### src/cbj_defines.svh
/*
  register offsets, field positions, reset values and timing counts
  for the capture backoff / jabber supervision block.
  assumes inclusion by bare name; holds definitions only.
*/
`ifndef CBJ_DEFINES_SVH
`define CBJ_DEFINES_SVH

// ----------------------------------------------------------------
// register map (byte addresses)
// ----------------------------------------------------------------
`define CBJ_ADDR_CTRL     8'h00
`define CBJ_ADDR_JAB_LIM  8'h04
`define CBJ_ADDR_WDG_LIM  8'h08
`define CBJ_ADDR_STATUS   8'h0c
`define CBJ_ADDR_INT_STAT 8'h10
`define CBJ_ADDR_INT_CLR  8'h14
`define CBJ_ADDR_INT_EN   8'h18

// ----------------------------------------------------------------
// fields
// ----------------------------------------------------------------
`define CBJ_CTRL_CME      0
`define CBJ_CTRL_ECR      1
`define CBJ_EV_JAB        0
`define CBJ_EV_WDG        1
`define CBJ_EV_BO_DONE    2
`define CBJ_EV_W          3
`define CBJ_LIM_W         24

// ----------------------------------------------------------------
// reset values
// ----------------------------------------------------------------
`define CBJ_CTRL_RST      2'h0
`define CBJ_JAB_LIM_RST   24'h07a120
`define CBJ_WDG_LIM_RST   24'h07a120

// ----------------------------------------------------------------
// timing, backoff limit and response codes
// ----------------------------------------------------------------
`define CBJ_CLK_PS        4000
`define CBJ_SLOT_NS       51200
`define CBJ_SLOT_CYC      ((`CBJ_SLOT_NS * 1000) / `CBJ_CLK_PS)
`define CBJ_TWO_SLOTS     10'h002
`define CBJ_ZERO_SLOTS    10'h000
`define CBJ_K_MAX         4'ha
`define CBJ_RESP_OK       2'h0
`define CBJ_RESP_ERR      2'h2

`endif

### src/cbj_pkg.sv
/*
  types shared by the capture backoff / jabber supervision block.
  assumes nothing of its surroundings.
*/
package cbj_pkg;

  typedef enum logic [1:0] {
    CBJ_BO_IDLE,
    CBJ_BO_LOAD,
    CBJ_BO_RUN
  } cbj_bo_state_t;

  typedef logic [9:0] cbj_slots_t;

endpackage

### src/cbj_top.sv
/*
  capture-effect backoff selection, jabber and receive watchdog
  supervision, with an axi4-lite register slave.
  assumes the mac pulses coll_pulse with its attempt count, pulses
  tx_ok after a good frame and rx_frame_seen on any sensed frame.
*/
`timescale 1ns/10ps
`include "cbj_defines.svh"

module cbj_top #(
  parameter int unsigned SLOT_CYCLES = `CBJ_SLOT_CYC
) (
  // clock and reset
  input wire logic clk,
  input wire logic rst,
  // axi4-lite slave
  input wire logic [7:0] s_axi_awaddr,
  input wire logic s_axi_awvalid,
  output logic s_axi_awready,
  input wire logic [31:0] s_axi_wdata,
  input wire logic [3:0] s_axi_wstrb,
  input wire logic s_axi_wvalid,
  output logic s_axi_wready,
  output logic [1:0] s_axi_bresp,
  output logic s_axi_bvalid,
  input wire logic s_axi_bready,
  input wire logic [7:0] s_axi_araddr,
  input wire logic s_axi_arvalid,
  output logic s_axi_arready,
  output logic [31:0] s_axi_rdata,
  output logic [1:0] s_axi_rresp,
  output logic s_axi_rvalid,
  input wire logic s_axi_rready,
  // mac side
  input wire logic tx_active,
  input wire logic rx_active,
  input wire logic carrier_busy,
  input wire logic tx_ok,
  input wire logic rx_frame_seen,
  input wire logic coll_pulse,
  input wire logic [3:0] coll_attempt,
  // backoff result
  output logic backoff_busy,
  output logic backoff_done,
  // supervision
  output logic tx_cutoff,
  output logic rx_cutoff,
  output logic col_to_mac,
  output logic tx_desc_close,
  output logic tx_jabber_timeout_flag,
  output logic tx_late_collision_flag,
  output logic rx_desc_close,
  output logic rx_watchdog_expired_flag,
  // interrupt
  output logic irq
);

  // ----------------------------------------------------------------
  // helpers
  // ----------------------------------------------------------------
  function automatic logic [9:0] bo_mask(input logic [3:0] n);
    logic [3:0] k;
    k = (n > `CBJ_K_MAX) ? `CBJ_K_MAX : n;
    bo_mask = 10'((11'h001 << k) - 11'h001);
  endfunction

  localparam logic [13:0] SLOT_LAST = 14'(SLOT_CYCLES - 1);

  logic [15:0] rnd;
  cbj_lfsr u_lfsr (
    .clk (clk),
    .rst (rst),
    .rnd (rnd)
  );

  // ----------------------------------------------------------------
  // axi4-lite slave
  // ----------------------------------------------------------------
  logic aw_q, aw_d, w_q, w_d, b_q, b_d, r_q, r_d;
  logic [7:0] awa_q, awa_d;
  logic [31:0] wd_q, wd_d, rd_q, rd_d;
  logic [1:0] br_q, br_d, rr_q, rr_d;
  logic wr_fire;
  logic [1:0] ctrl_q;
  logic [`CBJ_LIM_W-1:0] jlim_q, wlim_q;
  logic [`CBJ_EV_W-1:0] ist_q, ien_q, iclr;
  logic mode20_q, tx_dis_q, rx_dis_q;

  assign wr_fire = aw_q & w_q & ~b_q;

  always_comb begin
    aw_d = aw_q;
    w_d = w_q;
    awa_d = awa_q;
    wd_d = wd_q;
    b_d = b_q;
    br_d = br_q;
    r_d = r_q;
    rd_d = rd_q;
    rr_d = rr_q;
    if (s_axi_awvalid & ~aw_q) begin
      aw_d = 1'b1;
      awa_d = s_axi_awaddr;
    end
    if (s_axi_wvalid & ~w_q) begin
      w_d = 1'b1;
      wd_d = s_axi_wdata;
    end
    if (wr_fire) begin
      aw_d = 1'b0;
      w_d = 1'b0;
      b_d = 1'b1;
      unique case (awa_q)
        `CBJ_ADDR_CTRL, `CBJ_ADDR_JAB_LIM, `CBJ_ADDR_WDG_LIM,
        `CBJ_ADDR_INT_CLR, `CBJ_ADDR_INT_EN: br_d = `CBJ_RESP_OK;
        default: br_d = `CBJ_RESP_ERR;
      endcase
    end
    if (b_q & s_axi_bready) begin
      b_d = 1'b0;
    end
    if (s_axi_arvalid & ~r_q) begin
      r_d = 1'b1;
      rr_d = `CBJ_RESP_OK;
      unique case (s_axi_araddr)
        `CBJ_ADDR_CTRL: rd_d = {30'h0, ctrl_q};
        `CBJ_ADDR_JAB_LIM: rd_d = {8'h0, jlim_q};
        `CBJ_ADDR_WDG_LIM: rd_d = {8'h0, wlim_q};
        `CBJ_ADDR_STATUS:
          rd_d = {28'h0, rx_dis_q, tx_dis_q, backoff_busy, mode20_q};
        `CBJ_ADDR_INT_STAT: rd_d = {29'h0, ist_q};
        `CBJ_ADDR_INT_CLR: rd_d = 32'h0;
        `CBJ_ADDR_INT_EN: rd_d = {29'h0, ien_q};
        default: begin
          rd_d = 32'h0;
          rr_d = `CBJ_RESP_ERR;
        end
      endcase
    end else if (r_q & s_axi_rready) begin
      r_d = 1'b0;
    end
  end

  always_ff @(posedge clk or posedge rst) begin
    if (rst) begin
      aw_q <= 1'b0;
      w_q <= 1'b0;
      awa_q <= 8'h00;
      wd_q <= 32'h0;
      b_q <= 1'b0;
      br_q <= 2'h0;
      r_q <= 1'b0;
      rd_q <= 32'h0;
      rr_q <= 2'h0;
    end else begin
      aw_q <= aw_d;
      w_q <= w_d;
      awa_q <= awa_d;
      wd_q <= wd_d;
      b_q <= b_d;
      br_q <= br_d;
      r_q <= r_d;
      rd_q <= rd_d;
      rr_q <= rr_d;
    end
  end

  assign s_axi_awready = ~aw_q;
  assign s_axi_wready = ~w_q;
  assign s_axi_bvalid = b_q;
  assign s_axi_bresp = br_q;
  assign s_axi_arready = ~r_q;
  assign s_axi_rvalid = r_q;
  assign s_axi_rdata = rd_q;
  assign s_axi_rresp = rr_q;

  // ----------------------------------------------------------------
  // control registers and interrupt
  // ----------------------------------------------------------------
  logic [1:0] ctrl_d;
  logic [`CBJ_LIM_W-1:0] jlim_d, wlim_d;
  logic [`CBJ_EV_W-1:0] ist_d, ien_d, ev;

  assign iclr = (wr_fire && awa_q == `CBJ_ADDR_INT_CLR && s_axi_wstrb[0])
              ? wd_q[`CBJ_EV_W-1:0] : '0;

  always_comb begin
    ctrl_d = ctrl_q;
    jlim_d = jlim_q;
    wlim_d = wlim_q;
    ien_d = ien_q;
    if (wr_fire && s_axi_wstrb[0]) begin
      unique case (awa_q)
        `CBJ_ADDR_CTRL: ctrl_d = wd_q[1:0];
        `CBJ_ADDR_JAB_LIM: jlim_d = wd_q[`CBJ_LIM_W-1:0];
        `CBJ_ADDR_WDG_LIM: wlim_d = wd_q[`CBJ_LIM_W-1:0];
        `CBJ_ADDR_INT_EN: ien_d = wd_q[`CBJ_EV_W-1:0];
        default: ;
      endcase
    end
    // set wins over clear
    ist_d = (ist_q & ~iclr) | ev;
  end

  always_ff @(posedge clk or posedge rst) begin
    if (rst) begin
      ctrl_q <= `CBJ_CTRL_RST;
      jlim_q <= `CBJ_JAB_LIM_RST;
      wlim_q <= `CBJ_WDG_LIM_RST;
      ien_q <= '0;
      ist_q <= '0;
    end else begin
      ctrl_q <= ctrl_d;
      jlim_q <= jlim_d;
      wlim_q <= wlim_d;
      ien_q <= ien_d;
      ist_q <= ist_d;
    end
  end

  assign irq = |(ist_q & ien_q);

  // ----------------------------------------------------------------
  // backoff selection and slot timer
  // ----------------------------------------------------------------
  cbj_pkg::cbj_bo_state_t st_q, st_d;
  logic mode20_d, freeze;
  logic [3:0] n_q, n_d;
  cbj_pkg::cbj_slots_t left_q, left_d;
  logic [13:0] sc_q, sc_d;
  logic done_d, done_q;

  // stall only on the first collision of a 2-0 frame
  assign freeze = ctrl_q[`CBJ_CTRL_ECR] & mode20_q & (n_q == 4'h1)
                & carrier_busy;

  always_comb begin
    mode20_d = mode20_q;
    if (rx_frame_seen) begin
      mode20_d = 1'b0;
    end
    if (tx_ok) begin
      mode20_d = 1'b1;
    end
    if (~ctrl_q[`CBJ_CTRL_CME]) begin
      mode20_d = 1'b0;
    end
    st_d = st_q;
    n_d = n_q;
    left_d = left_q;
    sc_d = sc_q;
    done_d = 1'b0;
    unique case (st_q)
      cbj_pkg::CBJ_BO_IDLE: begin
        if (coll_pulse) begin
          n_d = coll_attempt;
          st_d = cbj_pkg::CBJ_BO_LOAD;
        end
      end
      cbj_pkg::CBJ_BO_LOAD: begin
        sc_d = 14'h0;
        st_d = cbj_pkg::CBJ_BO_RUN;
        if (mode20_q && n_q == 4'h1) begin
          left_d = `CBJ_TWO_SLOTS;
        end else if (mode20_q && n_q == 4'h2) begin
          left_d = `CBJ_ZERO_SLOTS;
        end else begin
          left_d = rnd[9:0] & bo_mask(n_q);
        end
      end
      cbj_pkg::CBJ_BO_RUN: begin
        if (left_q == 10'h0) begin
          done_d = 1'b1;
          st_d = cbj_pkg::CBJ_BO_IDLE;
        end else if (~freeze) begin
          if (sc_q == SLOT_LAST) begin
            sc_d = 14'h0;
            left_d = left_q - 10'h001;
          end else begin
            sc_d = sc_q + 14'h0001;
          end
        end
      end
      default: st_d = cbj_pkg::CBJ_BO_IDLE;
    endcase
  end

  always_ff @(posedge clk or posedge rst) begin
    if (rst) begin
      mode20_q <= 1'b0;
      st_q <= cbj_pkg::CBJ_BO_IDLE;
      n_q <= 4'h0;
      left_q <= 10'h0;
      sc_q <= 14'h0;
      done_q <= 1'b0;
    end else begin
      mode20_q <= mode20_d;
      st_q <= st_d;
      n_q <= n_d;
      left_q <= left_d;
      sc_q <= sc_d;
      done_q <= done_d;
    end
  end

  assign backoff_busy = (st_q != cbj_pkg::CBJ_BO_IDLE);
  assign backoff_done = done_q;

  // ----------------------------------------------------------------
  // jabber and watchdog timers
  // ----------------------------------------------------------------
  logic [`CBJ_LIM_W-1:0] jc_q, jc_d, wc_q, wc_d;
  logic jab_exp, wdg_exp, tx_dis_d, rx_dis_d;
  logic txc_d, txc_q, rxc_d, rxc_q, col_d, col_q;

  assign jab_exp = tx_active & ~tx_dis_q & (jc_q >= jlim_q);
  assign wdg_exp = rx_active & ~rx_dis_q & (wc_q >= wlim_q);
  assign ev = {done_q, wdg_exp, jab_exp};

  always_comb begin
    jc_d = tx_active ? jc_q + `CBJ_LIM_W'(1) : '0;
    wc_d = rx_active ? wc_q + `CBJ_LIM_W'(1) : '0;
    if (jc_q == '1) jc_d = jc_q;
    if (wc_q == '1) wc_d = wc_q;
    // paths stay off until software clears the event
    tx_dis_d = tx_dis_q;
    rx_dis_d = rx_dis_q;
    if (iclr[`CBJ_EV_JAB] | iclr[`CBJ_EV_WDG]) begin
      tx_dis_d = 1'b0;
      rx_dis_d = 1'b0;
    end
    if (jab_exp | wdg_exp) begin
      tx_dis_d = 1'b1;
      rx_dis_d = 1'b1;
    end
    txc_d = jab_exp;
    rxc_d = wdg_exp;
    col_d = tx_dis_d & tx_active & (jab_exp | col_q);
  end

  always_ff @(posedge clk or posedge rst) begin
    if (rst) begin
      jc_q <= '0;
      wc_q <= '0;
      tx_dis_q <= 1'b0;
      rx_dis_q <= 1'b0;
      txc_q <= 1'b0;
      rxc_q <= 1'b0;
      col_q <= 1'b0;
    end else begin
      jc_q <= jc_d;
      wc_q <= wc_d;
      tx_dis_q <= tx_dis_d;
      rx_dis_q <= rx_dis_d;
      txc_q <= txc_d;
      rxc_q <= rxc_d;
      col_q <= col_d;
    end
  end

  assign tx_cutoff = tx_dis_q;
  assign rx_cutoff = rx_dis_q;
  assign col_to_mac = col_q;
  assign tx_desc_close = txc_q;
  assign tx_jabber_timeout_flag = txc_q;
  assign tx_late_collision_flag = txc_q;
  assign rx_desc_close = rxc_q;
  assign rx_watchdog_expired_flag = rxc_q;

  // ----------------------------------------------------------------
  // checks
  // ----------------------------------------------------------------
  a_two_slots: assert property (@(posedge clk) disable iff (rst)
    st_q == cbj_pkg::CBJ_BO_LOAD && mode20_q && n_q == 4'h1
    |=> left_q == 10'h002) else $error("2-0 first backoff not 2 slots");
  a_zero_slots: assert property (@(posedge clk) disable iff (rst)
    st_q == cbj_pkg::CBJ_BO_LOAD && mode20_q && n_q == 4'h2
    |=> ##1 done_q) else $error("2-0 second backoff not zero");
  a_rand_bound: assert property (@(posedge clk) disable iff (rst)
    st_q == cbj_pkg::CBJ_BO_LOAD && !mode20_q
    |=> (left_q & ~bo_mask(n_q)) == 10'h0) else $error("random over 2^k");
  a_mode_off: assert property (@(posedge clk) disable iff (rst)
    !ctrl_q[`CBJ_CTRL_CME] |=> !mode20_q) else $error("2-0 while disabled");
  a_seen_clear: assert property (@(posedge clk) disable iff (rst)
    rx_frame_seen && !tx_ok |=> !mode20_q) else $error("2-0 kept after frame");
  a_freeze_hold: assert property (@(posedge clk) disable iff (rst)
    st_q == cbj_pkg::CBJ_BO_RUN && freeze && left_q != 10'h0
    |=> $stable(sc_q) && $stable(left_q)) else $error("timer ran when frozen");
  a_run_free: assert property (@(posedge clk) disable iff (rst)
    st_q == cbj_pkg::CBJ_BO_RUN && n_q != 4'h1 && left_q != 10'h0
    |=> sc_q != $past(sc_q)) else $error("timer paused");
  a_jab_paths: assert property (@(posedge clk) disable iff (rst)
    jab_exp || wdg_exp |=> tx_cutoff && rx_cutoff) else $error("paths on");
  a_jab_desc: assert property (@(posedge clk) disable iff (rst)
    jab_exp |=> tx_desc_close && tx_jabber_timeout_flag
    && tx_late_collision_flag ##1 !tx_desc_close) else $error("tx close");
  a_jab_col: assert property (@(posedge clk) disable iff (rst)
    jab_exp ##1 tx_active |-> col_to_mac) else $error("no collision");
  a_wdg_desc: assert property (@(posedge clk) disable iff (rst)
    wdg_exp |=> rx_desc_close && rx_watchdog_expired_flag && rx_cutoff)
    else $error("rx close missing");

endmodule

### src/cbj_lfsr.sv
/*
  free-running 16-bit maximal-length lfsr used as the random source
  for backoff draws. assumes a single clock and async high reset.
*/
`timescale 1ns/10ps
module cbj_lfsr (
  // clock and reset
  input wire logic clk,
  input wire logic rst,
  // random word
  output logic [15:0] rnd
);

  logic [15:0] lfsr_q;
  logic [15:0] lfsr_d;

  // taps 16,15,13,4
  always_comb begin
    lfsr_d = {lfsr_q[14:0],
              lfsr_q[15] ^ lfsr_q[14] ^ lfsr_q[12] ^ lfsr_q[3]};
  end

  always_ff @(posedge clk or posedge rst) begin
    if (rst) begin
      lfsr_q <= 16'hace1;
    end else begin
      lfsr_q <= lfsr_d;
    end
  end

  assign rnd = lfsr_q;

endmodule

### config.mk
export PLATFORM = sky130hd
export DESIGN_NAME = cbj_top
export DESIGN_NICKNAME = d
export VERILOG_FILES = /design/src/cbj_pkg.sv /design/src/cbj_top.sv /design/src/cbj_lfsr.sv
export VERILOG_INCLUDE_DIRS = /design/src
export SDC_FILE = /design/constraint.sdc
export NUM_CORES = 1
export LEC_CHECK = 0
export CAP_MARGIN = 20
export CORE_MARGIN = 2
export CORE_UTILIZATION = 55
export CTS_BUF_LIST = sky130_fd_sc_hd__clkbuf_4
export DETAILED_ROUTE_END_ITERATION = 8
export DONT_BUFFER_PORTS = 1
export GPL_TIMING_DRIVEN = 0
export HOLD_SLACK_MARGIN = 0.06
export PLACE_DENSITY = 0.8
export SLEW_MARGIN = 20
export SYNTH_ARGS = -nofsm -noshare
export SYNTH_HDL_FRONTEND = slang
export SYNTH_SLANG_ARGS = --single-unit
### constraint.sdc
create_clock -name clk -period 12.8 [get_ports clk]
set_clock_uncertainty 0.15 [all_clocks]
set_input_delay 2.56 -clock clk [delete_from_list [all_inputs] [get_ports clk]]
set_output_delay 2.56 -clock clk [all_outputs]
set_load 0.02 [all_outputs]
Word-level counts from Yosys, hierarchy flattened
Index checks and enable logic that the tools add are counted.

Bits in writable memories: 0. Memories kept: 0. Flip-flop bits (word level): 229. Logic and storage cells: 157. Memory bits (read-only): 0. Bits in latches: 0.

Div/mod/pow operators: 0. Bitwise logic cells: 33. Eq/ne operators: 23. Shift operators: 1. Muxes and demuxes: 37. $mul: 0. $add $sub $neg: 5. Magnitude comparators: 3. Reductions and logical operators: 27.

Operators by type and width (number): case mux 24 bit (6 select lines) (1); 2-to-1 mux 10 bit (5); adder 24 x 1 -> 24 bit, second input constant (2); == test 24 bit, second input constant (2); greater-or-equal comparator 24 bit (2); 2-to-1 mux 24 bit (2); 2-to-1 mux 14 bit (3); == test 8 x 5 -> 1 bit, second input constant (5); case mux 14 bit (2 select lines) (1); == test 8 x 4 -> 1 bit, second input constant (3); case mux 10 bit (2 select lines) (1); subtractor 10 x 1 -> 10 bit, second input constant (2); 2-to-1 mux 1 bit (17); bitwise AND 1 bit (16); == test 8 x 3 -> 1 bit, second input constant (2); zero test 8 bit (2); adder 14 x 1 -> 14 bit, second input constant (1); == test 14 bit, second input constant (1); nonzero test 2 bit (7); AND reduction 2 bit (6); bitwise AND 10 bit (1); zero test 10 bit (1); != test 2 bit, second input constant (5); << shifter 1 x 4 -> 10 bit, first input constant (1); other kinds (23) (40).

Logic depth before layout (Yosys ltp)
Depth after elaboration: 10. Gate-level depth with buffers: 10. Mapped depth without buffers: 9.

Cells and area by module
Synthesis repeated with hierarchy kept, for this count alone.

Cells, all modules: 1152. Area total of the unflattened synthesis: 11180.7 µm².

Modules (own cells, without submodules): cbj_top (cells an instance 1117, seq. area each 5097.4 µm², area each 10627.7 µm², instances 1); cbj_lfsr (cells an instance 35, seq. area each 410.4 µm², area each 553.0 µm², instances 1).

Least setup slack after synthesis
OpenSTA, ideal clock, no wires.

Kind: input-to-reg. Start point: in s_axi_araddr[5]. End point: reg rd_q[10] (netlist: s_axi_rdata[10]). Setup slack: 8.653 ns. Buffers on the path: 1. Stages: 7. Arrival time: 3.915 ns. Cell sequence: nor3_1 nand2_1 nor3b_1 nor2b_1 clkbuf_1 a22oi_1 o21ai_0.

Longest elaborated chain between the ends: 2. Elaborated cells between the ends (all ways): 7. Those cells by class: 5 x eq/ne; 1 x mux; 1 x reduce/logical.

Ends and longest elaborated chain: start: declaration (RTL line cbj_top.sv:27) `input wire logic [7:0] s_axi_araddr,`; == test 8 x 5 -> 1 bit, or another cell as far along (RTL line cbj_top.sv:125) `unique case (s_axi_araddr)`; case mux 24 bit (6 select lines) (*) (RTL line cbj_top.sv:125); end signal: assignment (RTL line cbj_top.sv:163) `rd_q <= rd_d;`; end: declaration (RTL line cbj_top.sv:81) `logic [31:0] wd_q, wd_d, rd_q, rd_d;`.

Mark *: on every way between the ends. The rest lies on a longest branch, timed or not. A chain may end at the register's enable or synchronous reset.

Worst setup path in the final report
Start point: reg ien_q[2]. End point: out irq.

Longest elaborated chain between the ends: 2.

Ends and longest elaborated chain: start: declaration (RTL line cbj_top.sv:86) `` logic [`CBJ_EV_W-1:0] ist_q, ien_q, iclr; ``; start signal: assignment (RTL line cbj_top.sv:216) `ien_q <= ien_d;`; bitwise AND 3 bit (RTL line cbj_top.sv:221) `assign irq = |(ist_q & ien_q);`; OR reduction 3 bit (RTL line cbj_top.sv:221); end: declaration (RTL line cbj_top.sv:55) `output logic irq`.

Every way passes these cells.

==> reports/metrics.yaml <==
core_um2: 19700
yosys.area.top_type: "dfrtp_1"
grt_pass1_wl_um: 42800
yosysMostFrequentCell: "dfrtp_1"
avgSynthCellArea_um2: 10.0
synth-async-reset-ratio: 1.00
cts_buffers: 58
ir_drop_mv: 0.0928
die_w_um: 146
worst_pin_slew_ns: 0.771
combPwrFrac: 0.251
cp.arrival_ns: 1.72
cts_tree: "built"
dpl.hpwl_um: 19200
via_per_inst: 5.86
syn_area_um2: 11100
finalMaxSlewViolations: 0
via_count: 8782
synth-edff-count: 0
design.die.area_um2: 21400
hold_buffers: 0
cts_resized: 0
io_buffers: 0
p_int_mw: 1.34
path_max_fanout: 3
route.detailed.drc: 0
layout_min_cycle_time_ns: 4.43
critPathKind: "reg -> out"
numClockSinks: 219
synth-seq-cells: 219
synth_cell_types: 68
required_ns: 10.09
first_iter_violations: 690
wirelength_um: 26300
power_mw: 2.08
drive_gt1_frac: 0.172
critPathLaunchType: "flop"
cts_max_path_buffers: 3
clock_latency_ns: 0.72
die-height_um: 146
areaGrowthSynthToFinish_pct: 10.5
period_share: 0.346
status: "finished, final reports clean"
htree_levels: 2
post_cts_buffers: 0
synth-seq-area-share: 0.496
synth_top_cell_area_share: 0.444
rsz0062_at_grt: "false"
finalHoldViolations: 0
ios: 121
antenna_found_initial: 3
design_area_um2: 12300
dpl_cell_area_um2: 11500
synthTopCellsByArea: "dfrtp_1 (44%), mux2_2 (6.8%), ha_1 (6.3%), o21ai_0 (5.4%), dfstp_2 (5.2%)"
syn_inst: 1110
gp_congestion: 0.892
grt_max_degree: 94
pwr-share-seq: 0.464
p_leak_nw: 5.49
yosys_warnings: 0
p_switching_uw: 741
drtAntennaViolNets: 0
cts_root_buffer: "clkbuf_4"
slew_headroom: 0.482
initial_core_util: 0.565
placementRows: 51
clkPwrFrac: 0.285
grt_usage: 0.247
wire_per_inst_um: 17.5
overflow: 0
fin_setup_tns_ns: 0
synthFlopType: "dfrtp_1"
max_freq_mhz: 226
crit_path_end_kind: "primary output"
clkTransAtPathRegs_ns: 0.07
worstHoldPathType: "reg -> reg"
setup_viol: 0
drtPass1Iterations: 5
synth_common_cells: "dfrtp_1 (197), o21ai_0 (119), nand2_1 (115), inv_1 (72), mux2_2 (67)"
drv_cap: 0
pwr_density_cell_nw_per_um2: 170
grt_pass1_vias: 8432
p_sw_frac: 0.356
final_nets: 1306
-- metal layers --
layer / vias up / GRT usage / part of all wire
met5: - / 0 / 0.00050
met3: 56 / 0.0519 / 0.072
met2: 313 / 0.392 / 0.47
li1: 4139 / - / -
met4: 2 / 0.0864 / 0.024
met1: 4272 / 0.342 / 0.43
-- critical path, stage by stage (launching register included) --
cell      delay, ns
dfrtp_1        0.41
a222oi_1       0.41
inv_1          0.20
-- cells in the final DEF (no fill, tap or decap), types with 20 or more instances in the layout --
cell,instances
clkinv_1,22
inv_1,71
a22oi_1,25
mux2_2,67
dfstp_2,22
dfrtp_1,197
clkbuf_4,82
o21ai_0,119
nand2_1,115
ha_1,56
clkbuf_1,33
nor3_1,20
a21oi_1,45
nand3_1,30
nor2_1,64
-- registers in the layout, summed over array words and instances (netlist names), 2 cells and up --
name,cells
n_q,4
awa_q,8
wd_q,24
ist_q,3
wlim_q,24
st_q,2
s_axi_rdata,24
u_lfsr.rnd,16
wc_q,24
ctrl_q,2
jlim_q,24
ien_q,3
left_q,10
jc_q,24
sc_q,14
-- logic make-up (layout without fill, tap and decap cells) --
| logic type | Yosys count | in the layout | share of synthesized area |
|---|---|---|---|
| AO/OA/AOI/OAI | 281 | 281 | 0.154 |
| XOR/XNOR | 23 | 23 | 0.0181 |
| adder cells (fa/ha/maj) | 56 | 56 | 0.0631 |
| buffers and inverters | 132 | 244 | 0.0506 |
| flip-flops | 219 | 219 | 0.496 |
| multiplexers | 76 | 76 | 0.0785 |
| other | 1 | 12 | 0.000337 |
| AND/OR/NAND/NOR | 322 | 322 | 0.140 |
-- power by group through the flow --
stage	Combinational [mW]	Sequential (mW)	Clock (mW)
2_1_floorplan	0.411	0.921	0
3_3_place_gp	0.493	0.969	0
3_5_place_dp	0.517	0.976	0
4_1_cts	0.523	0.964	0.607
5_1_grt	0.588	0.985	0.645
6_report	0.522	0.967	0.594
-- through the flow --
stage / instances / setup WS [ns] / utilization / hold WS, ns
after global placement: 1384 / 2.03 / 0.584 / 0.197
after global routing: 1498 / 8.29 / 0.625 / 0.219
after detailed placement: 1386 / 8.13 / 0.587 / 0.201
final: 1498 / 8.37 / 0.625 / 0.206
after floorplan: 1119 / 4.13 / - / 0.195
after CTS: 1496 / 8.29 / 0.625 / 0.209
-- worst paths after layout --
path / from / end / slack (ns) / cells past startpoint
max: ien_q[2] / irq / 8.37 / 2
min: u_lfsr.rnd[10] / u_lfsr.rnd[11] / 0.21 / 0
max reg2reg: awa_q[0] / col_to_mac / 9.74 / 6
min reg2reg: u_lfsr.rnd[10] / u_lfsr.rnd[11] / 0.21 / 0
max in group asynchronous: rst / s_axi_rdata[15] / 9.75 / 3
min in group asynchronous: rst / mode20_q / 1.54 / 1
-- layout make-up --
cell class	count	area, um2
flip-flops and latches	219	5510
plain buffers	58	284
clock buffers	82	616
repair buffers	2	55.1
fillers	1629	7370
inverters	74	285
multi-input cells	768	5080
well taps	265	332
clock inverters	28	120
diodes	2	5.00
Power figures use the tool's default switching activity.
